## src/include/cfg_status_pkg.sv

```systemverilog
// Package for the configuration status and trace buffer control registers.
// Assumes a 32-bit register port with word-aligned byte addresses.
package cfg_status_pkg;

  // ==========================================================================
  // Register map
  // ==========================================================================
  localparam logic [31:0] DEV_CFG_STATUS_ADDR   = 32'h02A80000;
  localparam logic [31:0] TRACE_BUF_PWR_ADDR    = 32'h02AC0054;
  localparam logic [31:0] UNMAPPED_READ_VALUE   = 32'h00000000;

  // ==========================================================================
  // Field positions of the configuration status and trace buffer control registers
  // ==========================================================================
  localparam int EXT_MEM_ON_BIT   = 22;
  localparam int DRAM_ON_BIT      = 21;
  localparam int PCI_SEL_BIT      = 20;
  localparam int GP_CFG_LSB       = 17;
  localparam int GP_CFG_W         = 3;
  localparam int RSVD16_BIT       = 16;
  localparam int CLKOUT_EN_BIT    = 15;
  localparam int SERIAL1_EN_BIT   = 14;
  localparam int PCI66_BIT        = 13;
  localparam int PCI_EEAI_BIT     = 11;
  localparam int ETH_SEL_LSB      = 9;
  localparam int ETH_SEL_W        = 2;
  localparam int RSVD8_BIT        = 8;
  localparam int ENDIAN_BIT       = 6;
  localparam int HOST_WIDTH_BIT   = 5;
  localparam int MEM_CLK_SEL_BIT  = 4;
  localparam int BOOT_LSB         = 0;
  localparam int BOOT_W           = 4;
  localparam int TRACE_PD_BIT     = 0;

  // ==========================================================================
  // Encodings and reset values
  // ==========================================================================
  localparam logic [1:0] ETH_MII   = 2'h0;
  localparam logic [1:0] ETH_RMII  = 2'h1;
  localparam logic [1:0] ETH_GMII  = 2'h2;
  localparam logic [1:0] ETH_RGMII = 2'h3;
  localparam logic [3:0] BOOT_NONE = 4'h0;
  localparam logic       TRACE_PD_RESET = 1'h0;

  // Values that the internal pulls give when nothing drives the straps.
  localparam logic [31:0] DEV_CFG_STATUS_DEFAULT = 32'h00010140;

  // ==========================================================================
  // Types
  // ==========================================================================
  typedef struct packed {
    logic        ext_mem_if_pins_on;
    logic        dram_ctrl_pins_on;
    logic        pci_pins_on;
    logic [2:0]  gp_config_inputs;
    logic        clkout_on;
    logic        serial1_pins_on;
    logic        pci_66mhz;
    logic        pci_eeprom_init;
    logic        eth_if_select_hi;
    logic        eth_if_select_lo;
    logic        little_endian_flag;
    logic        host_port_32bit;
    logic        mem_clk_select;
    logic [3:0]  boot_select;
  } strap_t;

  typedef struct packed {
    logic        wr;
    logic        rd;
    logic [31:0] addr;
    logic [31:0] wdata;
  } reg_req_t;

  typedef enum logic [2:0] {
    ST_IN_RESET = 3'h1,
    ST_CAPTURE  = 3'h2,
    ST_HOLD     = 3'h4
  } cap_state_t;

endpackage

```

## src/hdl/strap_sync.sv

```systemverilog
// Two-flip-flop synchroniser for a vector of strap pins.
// Assumes the pins are static around reset release and only need a clean sample.
`timescale 1ns/10ps
module strap_sync #(
  parameter int WIDTH = 1
) (
  // Clock and reset
  input  wire logic             core_clk,
  input  wire logic             srst,
  // Pins and synchronised levels
  input  wire logic [WIDTH-1:0] pin_in,
  output logic      [WIDTH-1:0] pin_sync
);

  logic [WIDTH-1:0] meta_q;

  always_ff @(posedge core_clk) begin
    if (srst) begin
      meta_q   <= '0;
      pin_sync <= '0;
    end else begin
      meta_q   <= pin_in;
      pin_sync <= meta_q;
    end
  end

endmodule

```

## src/hdl/device_config_status_regs.sv

```systemverilog
// Configuration status register captured from straps at reset release, and
// the trace pin buffer power-down control bit, on a simple register port.
// Assumes strap pins are stable while srst is high and for a few cycles after.
//
// Local design decision: strobed register access.
`timescale 1ns/10ps

// Behaviour
// Bit 0 set powers trace buffers down.
// Status captured at reset exit, held.
// Peripheral config writes leave status untouched.
// Fields sampled from straps at reset.
// Bit 22 reports external memory pins.
// Bit 21 reports DRAM controller pins.
// Bit 20: 0 host port, 1 PCI.
// Bits 19:17 hold general-purpose strap inputs.
// Status reserved bits read-only, writes ignored.
// Software powers down only without trace.
// Ethernet select encodes MII/RMII/GMII/RGMII.
// Endian bit 1 means little endian.
// Low four bits report boot mode.
// Control reserved bits read zero.
module device_config_status_regs
  import cfg_status_pkg::*;
#(
  parameter int SETTLE_CYCLES = 2
) (
  // Clock and reset
  input  wire logic        core_clk,
  input  wire logic        srst,
  // Configuration strap pins
  input  wire strap_t      strap_pins,
  // Register port
  input  wire logic [31:0] reg_addr,
  input  wire logic [31:0] reg_wdata,
  input  wire logic        reg_wr,
  input  wire logic        reg_rd,
  output logic      [31:0] reg_rdata,
  // Trace pin buffer control
  output logic             trace_buf_powerdown
);

  // ==========================================================================
  // Strap synchronisation
  // ==========================================================================
  strap_t     strap_sync_s;
  reg_req_t   req;

  assign req = '{wr: reg_wr, rd: reg_rd, addr: reg_addr, wdata: reg_wdata};

  strap_sync #(
    .WIDTH ($bits(strap_t))
  ) u_strap_sync (
    .core_clk (core_clk),
    .srst     (srst),
    .pin_in   (strap_pins),
    .pin_sync (strap_sync_s)
  );

  // ==========================================================================
  // Capture sequencer
  // ==========================================================================
  // With SETTLE_CYCLES from 1 to 15 the capture waits for the synchroniser to refill
  // after reset, so the register never latches the flops' cleared contents.
  cap_state_t state_q;
  cap_state_t state_d;
  logic [3:0] settle_q;

  always_comb begin
    state_d = state_q;
    case (state_q)
      ST_IN_RESET: begin
        if (settle_q == 4'(SETTLE_CYCLES)) begin
          state_d = ST_CAPTURE;
        end
      end
      ST_CAPTURE: begin
        state_d = ST_HOLD;
      end
      ST_HOLD: begin
        state_d = ST_HOLD;
      end
      default: begin
        state_d = ST_IN_RESET;
      end
    endcase
  end

  always_ff @(posedge core_clk) begin
    if (srst) begin
      state_q <= ST_IN_RESET;
    end else begin
      state_q <= state_d;
    end
  end

  always_ff @(posedge core_clk) begin
    if (srst) begin
      settle_q <= 4'h0;
    end else if (state_q == ST_IN_RESET) begin
      settle_q <= settle_q + 4'h1;
    end
  end

  // ==========================================================================
  // Configuration status fields
  // ==========================================================================
  // Each field keeps its pull-resistor default until the one capture strobe,
  // and no bus write reaches any of them.
  logic                 capture_en;
  logic                 ext_mem_on_q;
  logic                 ext_mem_on_d;
  logic                 dram_on_q;
  logic                 dram_on_d;
  logic                 pci_sel_q;
  logic                 pci_sel_d;
  logic [GP_CFG_W-1:0]  gp_cfg_q;
  logic [GP_CFG_W-1:0]  gp_cfg_d;
  logic                 clkout_on_q;
  logic                 clkout_on_d;
  logic                 serial1_on_q;
  logic                 serial1_on_d;
  logic                 pci66_q;
  logic                 pci66_d;
  logic                 pci_eeprom_q;
  logic                 pci_eeprom_d;
  logic [ETH_SEL_W-1:0] eth_sel_q;
  logic [ETH_SEL_W-1:0] eth_sel_d;
  logic                 little_endian_q;
  logic                 little_endian_d;
  logic                 host_width_q;
  logic                 host_width_d;
  logic                 mem_clk_sel_q;
  logic                 mem_clk_sel_d;
  logic [BOOT_W-1:0]    boot_sel_q;
  logic [BOOT_W-1:0]    boot_sel_d;
  logic [31:0]          cfg_status_word;

  assign capture_en = (state_q == ST_CAPTURE);

  always_comb begin
    ext_mem_on_d    = ext_mem_on_q;
    dram_on_d       = dram_on_q;
    pci_sel_d       = pci_sel_q;
    gp_cfg_d        = gp_cfg_q;
    clkout_on_d     = clkout_on_q;
    serial1_on_d    = serial1_on_q;
    pci66_d         = pci66_q;
    pci_eeprom_d    = pci_eeprom_q;
    eth_sel_d       = eth_sel_q;
    little_endian_d = little_endian_q;
    host_width_d    = host_width_q;
    mem_clk_sel_d   = mem_clk_sel_q;
    boot_sel_d      = boot_sel_q;
    if (capture_en) begin
      ext_mem_on_d    = strap_sync_s.ext_mem_if_pins_on;
      dram_on_d       = strap_sync_s.dram_ctrl_pins_on;
      pci_sel_d       = strap_sync_s.pci_pins_on;
      gp_cfg_d        = strap_sync_s.gp_config_inputs;
      clkout_on_d     = strap_sync_s.clkout_on;
      serial1_on_d    = strap_sync_s.serial1_pins_on;
      pci66_d         = strap_sync_s.pci_66mhz;
      pci_eeprom_d    = strap_sync_s.pci_eeprom_init;
      eth_sel_d       = {strap_sync_s.eth_if_select_hi, strap_sync_s.eth_if_select_lo};
      little_endian_d = strap_sync_s.little_endian_flag;
      host_width_d    = strap_sync_s.host_port_32bit;
      mem_clk_sel_d   = strap_sync_s.mem_clk_select;
      boot_sel_d      = strap_sync_s.boot_select;
    end
  end

  always_ff @(posedge core_clk) begin
    if (srst) begin
      ext_mem_on_q <= DEV_CFG_STATUS_DEFAULT[EXT_MEM_ON_BIT];
    end else begin
      ext_mem_on_q <= ext_mem_on_d;
    end
  end

  always_ff @(posedge core_clk) begin
    if (srst) begin
      dram_on_q <= DEV_CFG_STATUS_DEFAULT[DRAM_ON_BIT];
    end else begin
      dram_on_q <= dram_on_d;
    end
  end

  always_ff @(posedge core_clk) begin
    if (srst) begin
      pci_sel_q <= DEV_CFG_STATUS_DEFAULT[PCI_SEL_BIT];
    end else begin
      pci_sel_q <= pci_sel_d;
    end
  end

  always_ff @(posedge core_clk) begin
    if (srst) begin
      gp_cfg_q <= DEV_CFG_STATUS_DEFAULT[GP_CFG_LSB +: GP_CFG_W];
    end else begin
      gp_cfg_q <= gp_cfg_d;
    end
  end

  always_ff @(posedge core_clk) begin
    if (srst) begin
      clkout_on_q <= DEV_CFG_STATUS_DEFAULT[CLKOUT_EN_BIT];
    end else begin
      clkout_on_q <= clkout_on_d;
    end
  end

  always_ff @(posedge core_clk) begin
    if (srst) begin
      serial1_on_q <= DEV_CFG_STATUS_DEFAULT[SERIAL1_EN_BIT];
    end else begin
      serial1_on_q <= serial1_on_d;
    end
  end

  always_ff @(posedge core_clk) begin
    if (srst) begin
      pci66_q <= DEV_CFG_STATUS_DEFAULT[PCI66_BIT];
    end else begin
      pci66_q <= pci66_d;
    end
  end

  always_ff @(posedge core_clk) begin
    if (srst) begin
      pci_eeprom_q <= DEV_CFG_STATUS_DEFAULT[PCI_EEAI_BIT];
    end else begin
      pci_eeprom_q <= pci_eeprom_d;
    end
  end

  always_ff @(posedge core_clk) begin
    if (srst) begin
      eth_sel_q <= DEV_CFG_STATUS_DEFAULT[ETH_SEL_LSB +: ETH_SEL_W];
    end else begin
      eth_sel_q <= eth_sel_d;
    end
  end

  always_ff @(posedge core_clk) begin
    if (srst) begin
      little_endian_q <= DEV_CFG_STATUS_DEFAULT[ENDIAN_BIT];
    end else begin
      little_endian_q <= little_endian_d;
    end
  end

  always_ff @(posedge core_clk) begin
    if (srst) begin
      host_width_q <= DEV_CFG_STATUS_DEFAULT[HOST_WIDTH_BIT];
    end else begin
      host_width_q <= host_width_d;
    end
  end

  always_ff @(posedge core_clk) begin
    if (srst) begin
      mem_clk_sel_q <= DEV_CFG_STATUS_DEFAULT[MEM_CLK_SEL_BIT];
    end else begin
      mem_clk_sel_q <= mem_clk_sel_d;
    end
  end

  always_ff @(posedge core_clk) begin
    if (srst) begin
      boot_sel_q <= DEV_CFG_STATUS_DEFAULT[BOOT_LSB +: BOOT_W];
    end else begin
      boot_sel_q <= boot_sel_d;
    end
  end

  // Reserved bits take their fixed levels, so a write can never move them.
  always_comb begin
    cfg_status_word                         = 32'h00000000;
    cfg_status_word[RSVD16_BIT]             = DEV_CFG_STATUS_DEFAULT[RSVD16_BIT];
    cfg_status_word[RSVD8_BIT]              = DEV_CFG_STATUS_DEFAULT[RSVD8_BIT];
    cfg_status_word[EXT_MEM_ON_BIT]         = ext_mem_on_q;
    cfg_status_word[DRAM_ON_BIT]            = dram_on_q;
    cfg_status_word[PCI_SEL_BIT]            = pci_sel_q;
    cfg_status_word[GP_CFG_LSB +: GP_CFG_W] = gp_cfg_q;
    cfg_status_word[CLKOUT_EN_BIT]          = clkout_on_q;
    cfg_status_word[SERIAL1_EN_BIT]         = serial1_on_q;
    cfg_status_word[PCI66_BIT]              = pci66_q;
    cfg_status_word[PCI_EEAI_BIT]           = pci_eeprom_q;
    cfg_status_word[ETH_SEL_LSB +: ETH_SEL_W] = eth_sel_q;
    cfg_status_word[ENDIAN_BIT]             = little_endian_q;
    cfg_status_word[HOST_WIDTH_BIT]         = host_width_q;
    cfg_status_word[MEM_CLK_SEL_BIT]        = mem_clk_sel_q;
    cfg_status_word[BOOT_LSB +: BOOT_W]     = boot_sel_q;
  end

  // ==========================================================================
  // Trace buffer power-down control
  // ==========================================================================
  logic trace_pd_d;

  always_comb begin
    trace_pd_d = trace_buf_powerdown;
    if (req.wr && req.addr == TRACE_BUF_PWR_ADDR) begin
      trace_pd_d = req.wdata[TRACE_PD_BIT];
    end
  end

  always_ff @(posedge core_clk) begin
    if (srst) begin
      trace_buf_powerdown <= TRACE_PD_RESET;
    end else begin
      trace_buf_powerdown <= trace_pd_d;
    end
  end

  // ==========================================================================
  // Read data
  // ==========================================================================
  // The answer stands for one cycle only; an idle port reads zero.
  logic        hit_status;
  logic        hit_trace;
  logic [31:0] rdata_d;

  always_comb begin
    hit_status = (req.addr == DEV_CFG_STATUS_ADDR);
    hit_trace  = (req.addr == TRACE_BUF_PWR_ADDR);
    rdata_d    = 32'h00000000;
    if (req.rd) begin
      if (hit_status) begin
        rdata_d = cfg_status_word;
      end else if (hit_trace) begin
        rdata_d = {31'h00000000, trace_buf_powerdown};
      end else begin
        rdata_d = UNMAPPED_READ_VALUE;
      end
    end
  end

  always_ff @(posedge core_clk) begin
    if (srst) begin
      reg_rdata <= 32'h00000000;
    end else begin
      reg_rdata <= rdata_d;
    end
  end

endmodule

```

## config.mk

```make
export PLATFORM = sky130hd
export DESIGN_NAME = device_config_status_regs
export DESIGN_NICKNAME = d
export VERILOG_FILES = /design/src/include/cfg_status_pkg.sv /design/src/hdl/strap_sync.sv /design/src/hdl/device_config_status_regs.sv
export SDC_FILE = /design/constraint.sdc
export NUM_CORES = 1
export LEC_CHECK = 0
export BUFFER_PORTS_ARGS = -buffer_cell sky130_fd_sc_hd__buf_2
export CAP_MARGIN = 10
export CORE_ASPECT_RATIO = 1.2
export CORE_UTILIZATION = 40
export DETAILED_ROUTE_END_ITERATION = 10
export PLACE_DENSITY = 0.7
export SLEW_MARGIN = 20
export SYNTH_ARGS = -nofsm -noshare
export SYNTH_HDL_FRONTEND = slang
export SYNTH_SLANG_ARGS = --single-unit
```

## constraint.sdc

```tcl
create_clock -name core_clk -period 1.6 [get_ports core_clk]
set_input_delay 0.24 -clock core_clk [delete_from_list [all_inputs] [get_ports core_clk]]
set_output_delay 0.24 -clock core_clk [all_outputs]
set_load 0.01 [all_outputs]
```

Word-level counts from Yosys, hierarchy flattened
Cells that the tools add are included.

Bits in registers: 97. Bits of input ports: 87. Memories: 0. Output and inout bits: 33. Memory bits (writable): 0. Bits in read-only memories: 0. Word-level logic and storage cells: 37. Bits in latches: 0.

Divide/modulo/power cells: 0. Reductions and logical operators: 4. $lt $le $gt $ge: 0. Add/subtract/negate cells: 1. Multipliers: 0. Shifts and indexed selects: 0. Muxes and demuxes: 4. Bitwise operators: 1. Eq/ne operators: 7.

Operators by type and width (number): $eq A32 B26 Y1 const B (2); $mux W23 (1); $pmux W3 S2 (1); $add A4 B1 Y4 const B (1); $eq A4 B2 Y1 const B (1); $reduce_or A2 Y1 (2); $eq A3 B1 Y1 const B (1); $eq A3 B2 Y1 const B (1); $eq A3 B3 Y1 const B (1); $mux W3 (1); $reduce_or A3 Y1 (1); $ne A2 B2 Y1 const B (1); $logic_and A1 B1 Y1 (1); $mux W1 (1); $not A1 Y1 (1).

Depth between registers and ports, before layout
Gate-level depths: netlist of run 1.

Word-level depth: 3. Gate-level depth with buffers: 5. Depth with buffers taken out: 4.

By module
From an unflattened synthesis of run 1, not the netlist that was laid out.

Cells, all modules: 265. Area, all modules: 3014.1 sq um.

Modules (own cells, without submodules): device_config_status_regs (instances 1, seq. area each 940.9 sq um, cells an instance 185, area an instance 1801.7 sq um); strap_sync (instances 1, seq. area each 760.7 sq um, cells an instance 80, area an instance 1212.4 sq um).

Worst setup path after synthesis of run 1
OpenSTA, ideal clock, no wires.

Kind: input-to-reg. Start point: input reg_addr[7]. End point: register reg_rdata[11]. Setup time: 59 ps. Data arrival time: 1321 ps. Data required time: 1541 ps. Path buffers: 1. Cell stages on the path: 5. Slack: 220 ps. Cells stage by stage: nor4b_2 -> nand4_2 -> nor4_4 -> buf_6 -> and2_1.

Word-level cells in the longest chain between the ends: 2.

RTL lines: from (decl) (RTL line device_config_status_regs.sv:34) `input wire logic [31:0] reg_addr,`; $eq A32 B26 Y1 (RTL line device_config_status_regs.sv:325) `hit_status = (req.addr == DEV_CFG_STATUS_ADDR);`; $mux W23 (RTL line device_config_status_regs.sv:329) `if (hit_status) begin`; to (signal assigned) (RTL line device_config_status_regs.sv:343) `reg_rdata <= rdata_d;`; to (decl) (RTL line device_config_status_regs.sv:38) `output logic [31:0] reg_rdata,`.

No other way between the ends. A chain may end at the register's enable or synchronous reset.

Final worst setup path of run 1
Start point: register state_q[1]. End point: register pci_sel_q.

Word-level cells in the longest chain between the ends: 1.

RTL lines: from (decl) (RTL line device_config_status_regs.sv:65) `cap_state_t state_q;`; from (signal assigned) (RTL line device_config_status_regs.sv:93) `state_q <= state_d;`; $eq A3 B2 Y1 (RTL line device_config_status_regs.sv:139) `assign capture_en = (state_q == ST_CAPTURE);`; to (signal assigned) (RTL line device_config_status_regs.sv:190) `pci_sel_q <= DEV_CFG_STATUS_DEFAULT[PCI_SEL_BIT];`; to (signal assigned) (RTL line device_config_status_regs.sv:192) `pci_sel_q <= pci_sel_d;`; to (decl) (RTL line device_config_status_regs.sv:115) `logic pci_sel_q;`.

No other way between the ends.

==> impl_metrics.yaml, run 1 <==
routing:
  wl_met3_um: 314
  wl_met2_mm: 1.90
  wl_met1_mm: 1.80
  drt_iter0_markers: 84
  dr.max_layer_used: "met4"
  wl_mm: 4.11
  drc: 0
  routedWlPerCell_um: 9.44
  ant_nets: 0
  vias: 1851
  first_pass_iters: 4
  viasPerCell: 4.26
place:
  gp_congestion: 0.682
  portBuffers: 77
  hpwlAfterDp_mm: 2.92
  pre_cts_ws_ns: 0.0357
  dpl_cell_area_um2: 3230
yosys:
  ys_types: 34
  synth_area_um2: 2790
  synth_top_area_share_pct: 60.9
  synth_edf_count: 0
  synthTopCellsByArea: "dfxtp_1 (61%), nor2b_1 (8.5%), nand2_1 (5.2%)"
  syn_inst: 265
  yosys_register_bits: 85
  yosysTopAreaCell: "dfxtp_1"
  syn_area_per_cell_um2: 10.5
  async_reset_ff_share_pct: 0
  ys_seq_area_share_pct: 60.9
  ys.flop_type: "dfxtp_1"
  ys_warn_count: 0
global_route:
  grt_start_max_net_pins: 67
  antenna_found_initial: 0
  grt-ovfl-total: 0
  grt_pass1_wl_mm: 6.86
  gr-usage-all-layers_pct: 12.2
  grt_pass1_vias: 1647
cells_and_area:
  design_area_um2: 3460
  final_cell_mix: "dfxtp_1 (85), buf_2 (77), nand2_1 (39)"
  syn_to_final_growth_pct: 24.0
  mostFrequentLayoutCell: "dfxtp_1"
  finish.utilization_pct: 51.1
  fin_nets: 432
  antenna_cells: 0
  layout-drive-gt1-share_pct: 29.6
timing:
  slew_headroom_pct: 61.0
  slew_viol_final: 0
  finalHoldViolCount: 0
  setup_tns_ns: 0
  setup_ws_ns: 0.197
  skew_ns: 0.00689
  tightestPinTransition_ns: 0.585
  period_share_pct: 87.7
  setup_viol_count_final: 0
  grt_setup_unrepaired: "false"
  clock.fmax_mhz: 713
  fin_crit_ns: 1.40
setup_path:
  crit_fanout: 19
  cpPeakStageDelay_ns: 0.63
  worstPathRequired_ns: 1.82
  cp_slowest_cell: "or3b_1"
  crit_type: "reg2reg"
  cp_cell_sequence: "or3b_1 > nand2_1 > a21oi_1"
  worstSetupEndpointType: "flip-flop"
  critical_path_arrival_ns: 1.63
  startpoint_type: "flip-flop"
die:
  io_pins: 120
  die_x_um: 78.3
  core_area_um2: 6770
  die_y_um: 93.5
  start_util_pct: 41.2
  placement_rows: 33
  dieArea_um2: 7320
power_and_ir_drop:
  peakVddDrop_mv: 0.466
  p_leak_nw: 1.49
  p_per_area_nw_per_um2: 1210
clocking:
  cts_setup_buffers: 0
  path_clk_slew_ns: 0.08
  clkSinkCount: 85
  cts_buffer_depth: 2
  cts_max_level: 3
  cts-resized-gates: 0
  cts_buffers: 9
  clock_latency_ns: 0.34
  cts_root_buf: "clkbuf_8"
  cts.hold.buffers_added: 0
  cts_tree: "built"
outcome:
  status: "complete, no violations"
flow_run:
  maxCapViolCount: 0
min_path:
  hold_path.class: "in2reg"
logic make-up (layout without fill, tap and decap cells):
kind of cell	after synthesis	count (layout)	share of synthesized area (%)
AO/OA/AOI/OAI	20	20	3.81
XOR/XNOR	4	4	1.25
adder cells (fa/ha/maj)	2	2	0.896
buffers and inverters	27	100	5.60
flip-flops	85	85	60.9
multiplexers	1	1	0.358
other	1	11	0.134
AND/OR/NAND/NOR	125	125	27.0
per-layer routing:
metal,GRT usage [%],up-vias
met4,7.41,0
met3,4.78,10
met5,0,-
li1,-,986
met2,19.4,61
met1,13.7,794
worst max-delay path: cells and delay by family, from the launching register on:
family             cells  cell delay, ns
and+or+nand+nor        2            0.81
AOI/OAI and AO/OA      1            0.08
DFF                    1            0.39
flip-flops by register name (all words and copies together) (netlist names), 2 cells and up:
register and cells:
boot_sel_q 4, reg_rdata 20, u_strap_sync.meta_q 19, state_q 3
gp_cfg_q 3, eth_sel_q 2, u_strap_sync.pin_sync 19, settle_q 4
area by class of cell:
cell class                 count  area, µm²
clock buffer                  10        138
clock inverter                 6       93.8
fill                         664       3310
inverter                       4       15.0
multi-input combinational    163        972
sequential                    85       1700
tap                           87        109
timing repair buffer          80        433
Yosys cell counts, types with 2 or more instances:
| master | number |
|---|---|
| nor4_4 | 2 |
| nor2b_1 | 38 |
| nor2_1 | 6 |
| dfxtp_1 | 85 |
| and4_1 | 2 |
| buf_2 | 2 |
| nand2b_1 | 2 |
| buf_4 | 12 |
| xor2_1 | 2 |
| inv_1 | 4 |
| and2_1 | 18 |
| nor4_1 | 4 |
| nand4_1 | 2 |
| a21oi_1 | 18 |
| nor3b_2 | 2 |
| ha_1 | 2 |
| nand2_1 | 39 |
| clkbuf_1 | 8 |
| xnor2_1 | 2 |
final timing paths:
check | endpoint | cells after the start | slack (ns) | start
setup / recovery | pci_sel_q | 3 | 0.20 | state_q[1]
hold / removal | u_strap_sync.meta_q[11] | 2 | 0.1 | strap_pins[11]
setup reg to reg | pci_sel_q | 3 | 0.20 | state_q[1]
hold reg to reg | u_strap_sync.pin_sync[3] | 1 | 0.44 | u_strap_sync.meta_q[3]
where the power goes:
group          total [mW]  internal [mW]  switching (mW)
clock network        1.67          0.935           0.740
logic               0.273          0.143           0.130
registers            2.25           2.20          0.0507
per-stage QoR:
step | instances | hold slack [ns] | total power, mW
final | 435 | 0.0973 | 4.20
after global placement | 419 | 0.420 | 2.55
after detailed placement | 419 | 0.424 | 2.58
after CTS | 435 | 0.0774 | 4.26
after global routing | 435 | 0.0855 | 4.40
after floorplan | 275 | 0.368 | 2.48
No activity file was read; power rests on OpenSTA's default activity.
==> run 2: changes to the inputs <==
Settings changed: BUFFER_PORTS_ARGS -buffer_cell sky130_fd_sc_hd__buf_2 to -buffer_cell sky130_fd_sc_hd__buf_4, HOLD_SLACK_MARGIN set to 0.06.
==> run 2 against run 1 <==
  * Utilization rose by 2.3 points
  * Power shrank 3.0%
  * Fmax grew 0.49%
  * Routed wire length rose by 5.2%
  * Global-route usage up 0.74 points
  * Final cell count is 0.23% higher
  * First-iteration DRC count is 30% lower
  * Worst setup slack better by 0.0068 ns
  * Critical path depth is the same
  * Cell area is 4.4% higher
  * Non-clock buffer count increased by 1
==> impl_metrics.yaml, run 2 (synthesis results as in run 1) <==
outcome:
  status: "complete, no violations"
clocking:
  clkSinkCount: 85
  clock_latency_ns: 0.35
  cts_max_level: 3
  cts_tree: "built"
  path_clk_slew_ns: 0.08
  cts_setup_buffers: 0
  cts.hold.buffers_added: 0
  cts_buffer_depth: 2
  cts_root_buf: "clkbuf_8"
  cts-resized-gates: 0
  cts_buffers: 9
routing:
  ant_nets: 0
  drc: 0
  viasPerCell: 4.27
  wl_mm: 4.32
  routedWlPerCell_um: 9.91
  vias: 1861
  first_pass_iters: 4
  drt_iter0_markers: 59
setup_path:
  cp_top_family: "simple AND/OR/NAND/NOR gates"
  crit_fanout: 19
  worstReg2RegEnd: "little_endian_q"
  cp_cell_sequence: "or3b_1 > nand2_1 > nand3b_1"
  critical_path_arrival_ns: 1.62
  worstSetupEndpointType: "flip-flop"
  worstRegToRegCells: 3
  worstReg2RegStart: "state_q[1]"
  cp_slowest_cell: "or3b_1"
  startpoint_type: "flip-flop"
  worstPathRequired_ns: 1.83
  crit_type: "reg2reg"
  worst-r2r-setup-slack_ns: 0.20
  cp.buffers_inverters: 0
  cpPeakStageDelay_ns: 0.64
timing:
  setup_ws_ns: 0.204
  whs_ns: 0.0963
  setup_tns_ns: 0
  slew_viol_final: 0
  grt_setup_unrepaired: "false"
  clock.fmax_mhz: 716
  tightestPinTransition_ns: 0.608
  period_share_pct: 87.2
  slew_headroom_pct: 59.5
  setup_viol_count_final: 0
  finalHoldViolCount: 0
  fin_crit_ns: 1.40
  skew_ns: 0.00990
die:
  placement_rows: 33
  dieArea_um2: 7320
  start_util_pct: 41.2
  die_x_um: 78.3
  io_pins: 120
  core_area_um2: 6770
  die_y_um: 93.5
global_route:
  grt-ovfl-total: 0
  antenna_found_initial: 0
  grt_start_max_net_pins: 30
  gr-usage-all-layers_pct: 13.0
  grt_pass1_wl_mm: 7.25
  grt_pass1_vias: 1745
flow_run:
  maxCapViolCount: 0
place:
  hpwlAfterDp_mm: 3.20
  pre_cts_ws_ns: 0.0332
  portBuffers: 77
  gp_congestion: 0.720
  dpl_cell_area_um2: 3410
power_and_ir_drop:
  p_leak_nw: 1.52
  peakVddDrop_mv: 0.459
  power_mw: 4.07
  p_per_area_nw_per_um2: 1130
cells_and_area:
  layout-drive-gt1-share_pct: 29.8
  antenna_cells: 0
  nFillCells: 630
  largest-register: "reg_rdata"
  design_area_um2: 3620
  largest_reg_flops: 20
  fin_nets: 433
  syn_to_final_growth_pct: 29.5
  mostFrequentLayoutCell: "dfxtp_1"
  final_cell_mix: "dfxtp_1 (85), buf_4 (81), nand2_1 (39)"
  top_regs: "reg_rdata (20), u_strap_sync.meta_q (19), u_strap_sync.pin_sync (19)"
min_path:
  min_from: "strap_pins[7]"
  whs_path_depth: 2
  hold_path_end: "u_strap_sync.meta_q[7]"
  hold_path.class: "in2reg"
==> run 2: changes by cell type in the layout (fill, tap and decap cells not counted) <==
cell / delta
clkbuf_8: +1
clkinvlp_4: +1
bufinv_16: -1
buf_4: +80
buf_2: -77
inv_6: -2
buf_12: -2
clkinv_2: +1
==> run 2: final cells by class <==
class	instances	area [µm²]	area share [%]
clock inverters	5	58.8	1.63
clock buffers	11	151	4.19
inverters	4	15.0	0.415
flip-flops and latches	85	1700	47.1
well taps	87	109	3.01
multi-input cells	163	972	26.9
repair buffers	81	608	16.8
==> run 2: worst register-to-register path, cell delays in order (launching register included) <==
cell,delay [ns]
dfxtp_1,0.39
or3b_1,0.64
nand2_1,0.16
nand3b_1,0.09
==> run 2: metrics by stage <==
step                std cells  util (%)
finish                    436      53.4
global route              436      53.4
CTS                       436      53.4
detailed placement        420      50.3
global placement          420      50.3
floorplan                 275         -
==> run 2: metal layers <==
metal	track usage [%]	share of wire [%]
met4	9.72	3.0
met2	22.7	49
met1	13.5	42
met3	2.83	5.9
met5	0	0
==> run 2: worst max path at each step <==
stage / to / start / depth (start not counted) / slack [ns]
after floorplan: reg_rdata[11] / reg_addr[7] / 5 / 0.22
final: little_endian_q / state_q[1] / 3 / 0.20
after global placement: reg_rdata[4] / reg_addr[7] / 6 / 0.09
after CTS: little_endian_q / state_q[1] / 3 / 0.18
after detailed placement: reg_rdata[18] / reg_addr[24] / 6 / 0.03
after global routing: little_endian_q / state_q[1] / 3 / 0.10
==> run 2: power breakdown <==
group,switching (mW),internal [mW],leakage (nW),total [mW]
Clock,0.716,0.806,0.102,1.52
Combinational,0.126,0.176,0.729,0.302
Sequential,0.0494,2.20,0.694,2.25
Total,0.891,3.18,1.52,4.07
==> run 3: changes to the inputs <==
Settings changed: REMOVE_ABC_BUFFERS set to 1.
==> run 3 against run 2 <==
  * Count of clock-buffer cells in the layout is the same
  * Register-to-register slack barely moved
  * Worst setup slack worse by 0.014 ns
  * Die area unchanged
  * Via count is 0.86% higher
  * Clock power down 3%
  * Utilization about the same
  * Critical path depth unchanged
  * First-iteration DRC count rose by 15%
  * Critical endpoint is now gp_cfg_q[0]
  * Flip-flop and latch count is the same
  * Power shrank 0.92%
==> impl_metrics.yaml, run 3 (synthesis results as in run 1) <==
routing:
  drt_iter0_markers: 68
  wl_met2_mm: 2.38
  wl_met3_um: 247
  ant_nets: 0
  first_pass_iters: 4
  wl_mm: 4.50
  drc: 0
  dr.max_layer_used: "met4"
  wl_met1_mm: 1.77
  viasPerCell: 4.30
  vias: 1877
  routedWlPerCell_um: 10.3
global_route:
  grt-ovfl-total: 0
  antenna_found_initial: 0
  gr-usage-all-layers_pct: 13.3
  grt_start_max_net_pins: 26
  grt_pass1_vias: 1676
  grt_pass1_wl_mm: 7.29
min_path:
  hold_path.class: "in2reg"
die:
  placement_rows: 33
  die_x_um: 78.3
  io_pins: 120
  die_y_um: 93.5
  core_area_um2: 6770
  dieArea_um2: 7320
  start_util_pct: 41.2
cells_and_area:
  mostFrequentLayoutCell: "dfxtp_1"
  fin_nets: 434
  syn_to_final_growth_pct: 29.4
  antenna_cells: 0
  top_regs: "reg_rdata (20), u_strap_sync.meta_q (19), u_strap_sync.pin_sync (19)"
  layout-drive-gt1-share_pct: 29.7
  seq_area_um2: 1700
  nFillCells: 648
  multi_input_area_um2: 972
  final_cell_mix: "dfxtp_1 (85), buf_4 (82), nand2_1 (39)"
  largest-register: "reg_rdata"
  largest_reg_flops: 20
  finish.utilization_pct: 53.4
timing:
  slew_viol_final: 0
  setup_ws_ns: 0.190
  finalHoldViolCount: 0
  slew_headroom_pct: 56.2
  grt_setup_unrepaired: "false"
  tightestPinTransition_ns: 0.657
  fin_crit_ns: 1.41
  setup_viol_count_final: 0
  skew_ns: 0.00540
  period_share_pct: 88.1
  clock.fmax_mhz: 709
  setup_tns_ns: 0
clocking:
  path_clk_slew_ns: 0.08
  cts_buffers: 9
  cts_root_buf: "clkbuf_8"
  clock_latency_ns: 0.34
  cts_max_level: 3
  cts_tree: "built"
  cts.hold.buffers_added: 0
  cts_buffer_depth: 2
  cts_setup_buffers: 0
  cts-resized-gates: 0
  clkSinkCount: 85
power_and_ir_drop:
  switchingPower_mw: 0.892
  p_per_area_nw_per_um2: 1120
  p_leak_nw: 1.53
  p_int_mw: 3.14
  peakVddDrop_mv: 0.487
  p_sw_share_pct: 22.1
  combPwrFrac_pct: 7.6
  power_frac_clock_pct: 36.7
  seq_power_share_pct: 55.7
flow_run:
  maxCapViolCount: 0
setup_path:
  worstReg2RegEnd: "gp_cfg_q[0]"
  startpoint_type: "flip-flop"
  worstSetupEndpointType: "flip-flop"
  critPathCapture: "gp_cfg_q[0]"
  crit_type: "reg2reg"
  worstPathRequired_ns: 1.83
  worstRegToRegCells: 3
  worstReg2RegStart: "state_q[1]"
  worst-r2r-setup-slack_ns: 0.19
  critical_path_arrival_ns: 1.64
  critPathLaunch: "state_q[1]"
  crit_fanout: 19
place:
  hpwlAfterDp_mm: 3.13
  pre_cts_ws_ns: -0.0730
  portBuffers: 77
  gp_congestion: 0.675
outcome:
  status: "complete, no violations"
-- run 3: changes by cell type in the layout (fill, tap and decap cells not counted), sizes merged --
cell,before,now
clkinv,2,3
clkinvlp,2,1
buf,81,82
-- run 3: area by class of cell --
class / instances / area share [%]
timing repair buffer: 82 / 17.0
tap: 87 / 3.01
sequential: 85 / 47.1
multi-input combinational: 163 / 26.9
clock buffer: 11 / 3.91
clock inverter: 5 / 1.66
inverter: 4 / 0.415
-- run 3: critical path: stages (launching register included) --
cell and delay (ns):
dfxtp_1 0.39, or3b_1 0.66, nand2_1 0.17, a21oi_1 0.08
-- run 3: power groups by stage --
stage | clock [mW] | sequential (mW) | combinational (mW)
6_report | 1.48 | 2.25 | 0.308
5_1_grt | 1.63 | 2.26 | 0.354
2_1_floorplan | 0 | 2.29 | 0.152
3_5_place_dp | 0 | 2.30 | 0.312
3_3_place_gp | 0 | 2.29 | 0.299
4_1_cts | 1.54 | 2.25 | 0.313
-- run 3: stage by stage --
step	power [mW]	cells	cell area, µm²	hold WS (ns)
global placement	2.59	421	3410	0.417
detailed placement	2.61	421	3410	0.420
CTS	4.10	437	3610	0.0803
global route	4.25	437	3610	0.0748
floorplan	2.44	252	2690	0.309
finish	4.03	437	3610	0.0979
-- run 3: worst min path at each step --
| stage | endpoint | startpoint | slack [ns] | cells after the start |
|---|---|---|---|---|
| 6_report | u_strap_sync.meta_q[10] | strap_pins[10] | 0.1 | 2 |
| 2_1_floorplan | boot_sel_q[0] | srst | 0.31 | 1 |
| 3_3_place_gp | u_strap_sync.pin_sync[4] | u_strap_sync.meta_q[4] | 0.42 | 1 |
| 3_5_place_dp | u_strap_sync.pin_sync[16] | u_strap_sync.meta_q[16] | 0.42 | 1 |
| 4_1_cts | u_strap_sync.meta_q[10] | strap_pins[10] | 0.08 | 2 |
| 5_1_grt | u_strap_sync.meta_q[17] | strap_pins[17] | 0.07 | 2 |
-- run 3: metal layers --
layer | GRT usage [%] | vias to the layer above
met1 | 13.4 | 836
met4 | 7.41 | 0
met5 | 0 | -
met2 | 23.8 | 47
met3 | 4.78 | 7
li1 | - | 987
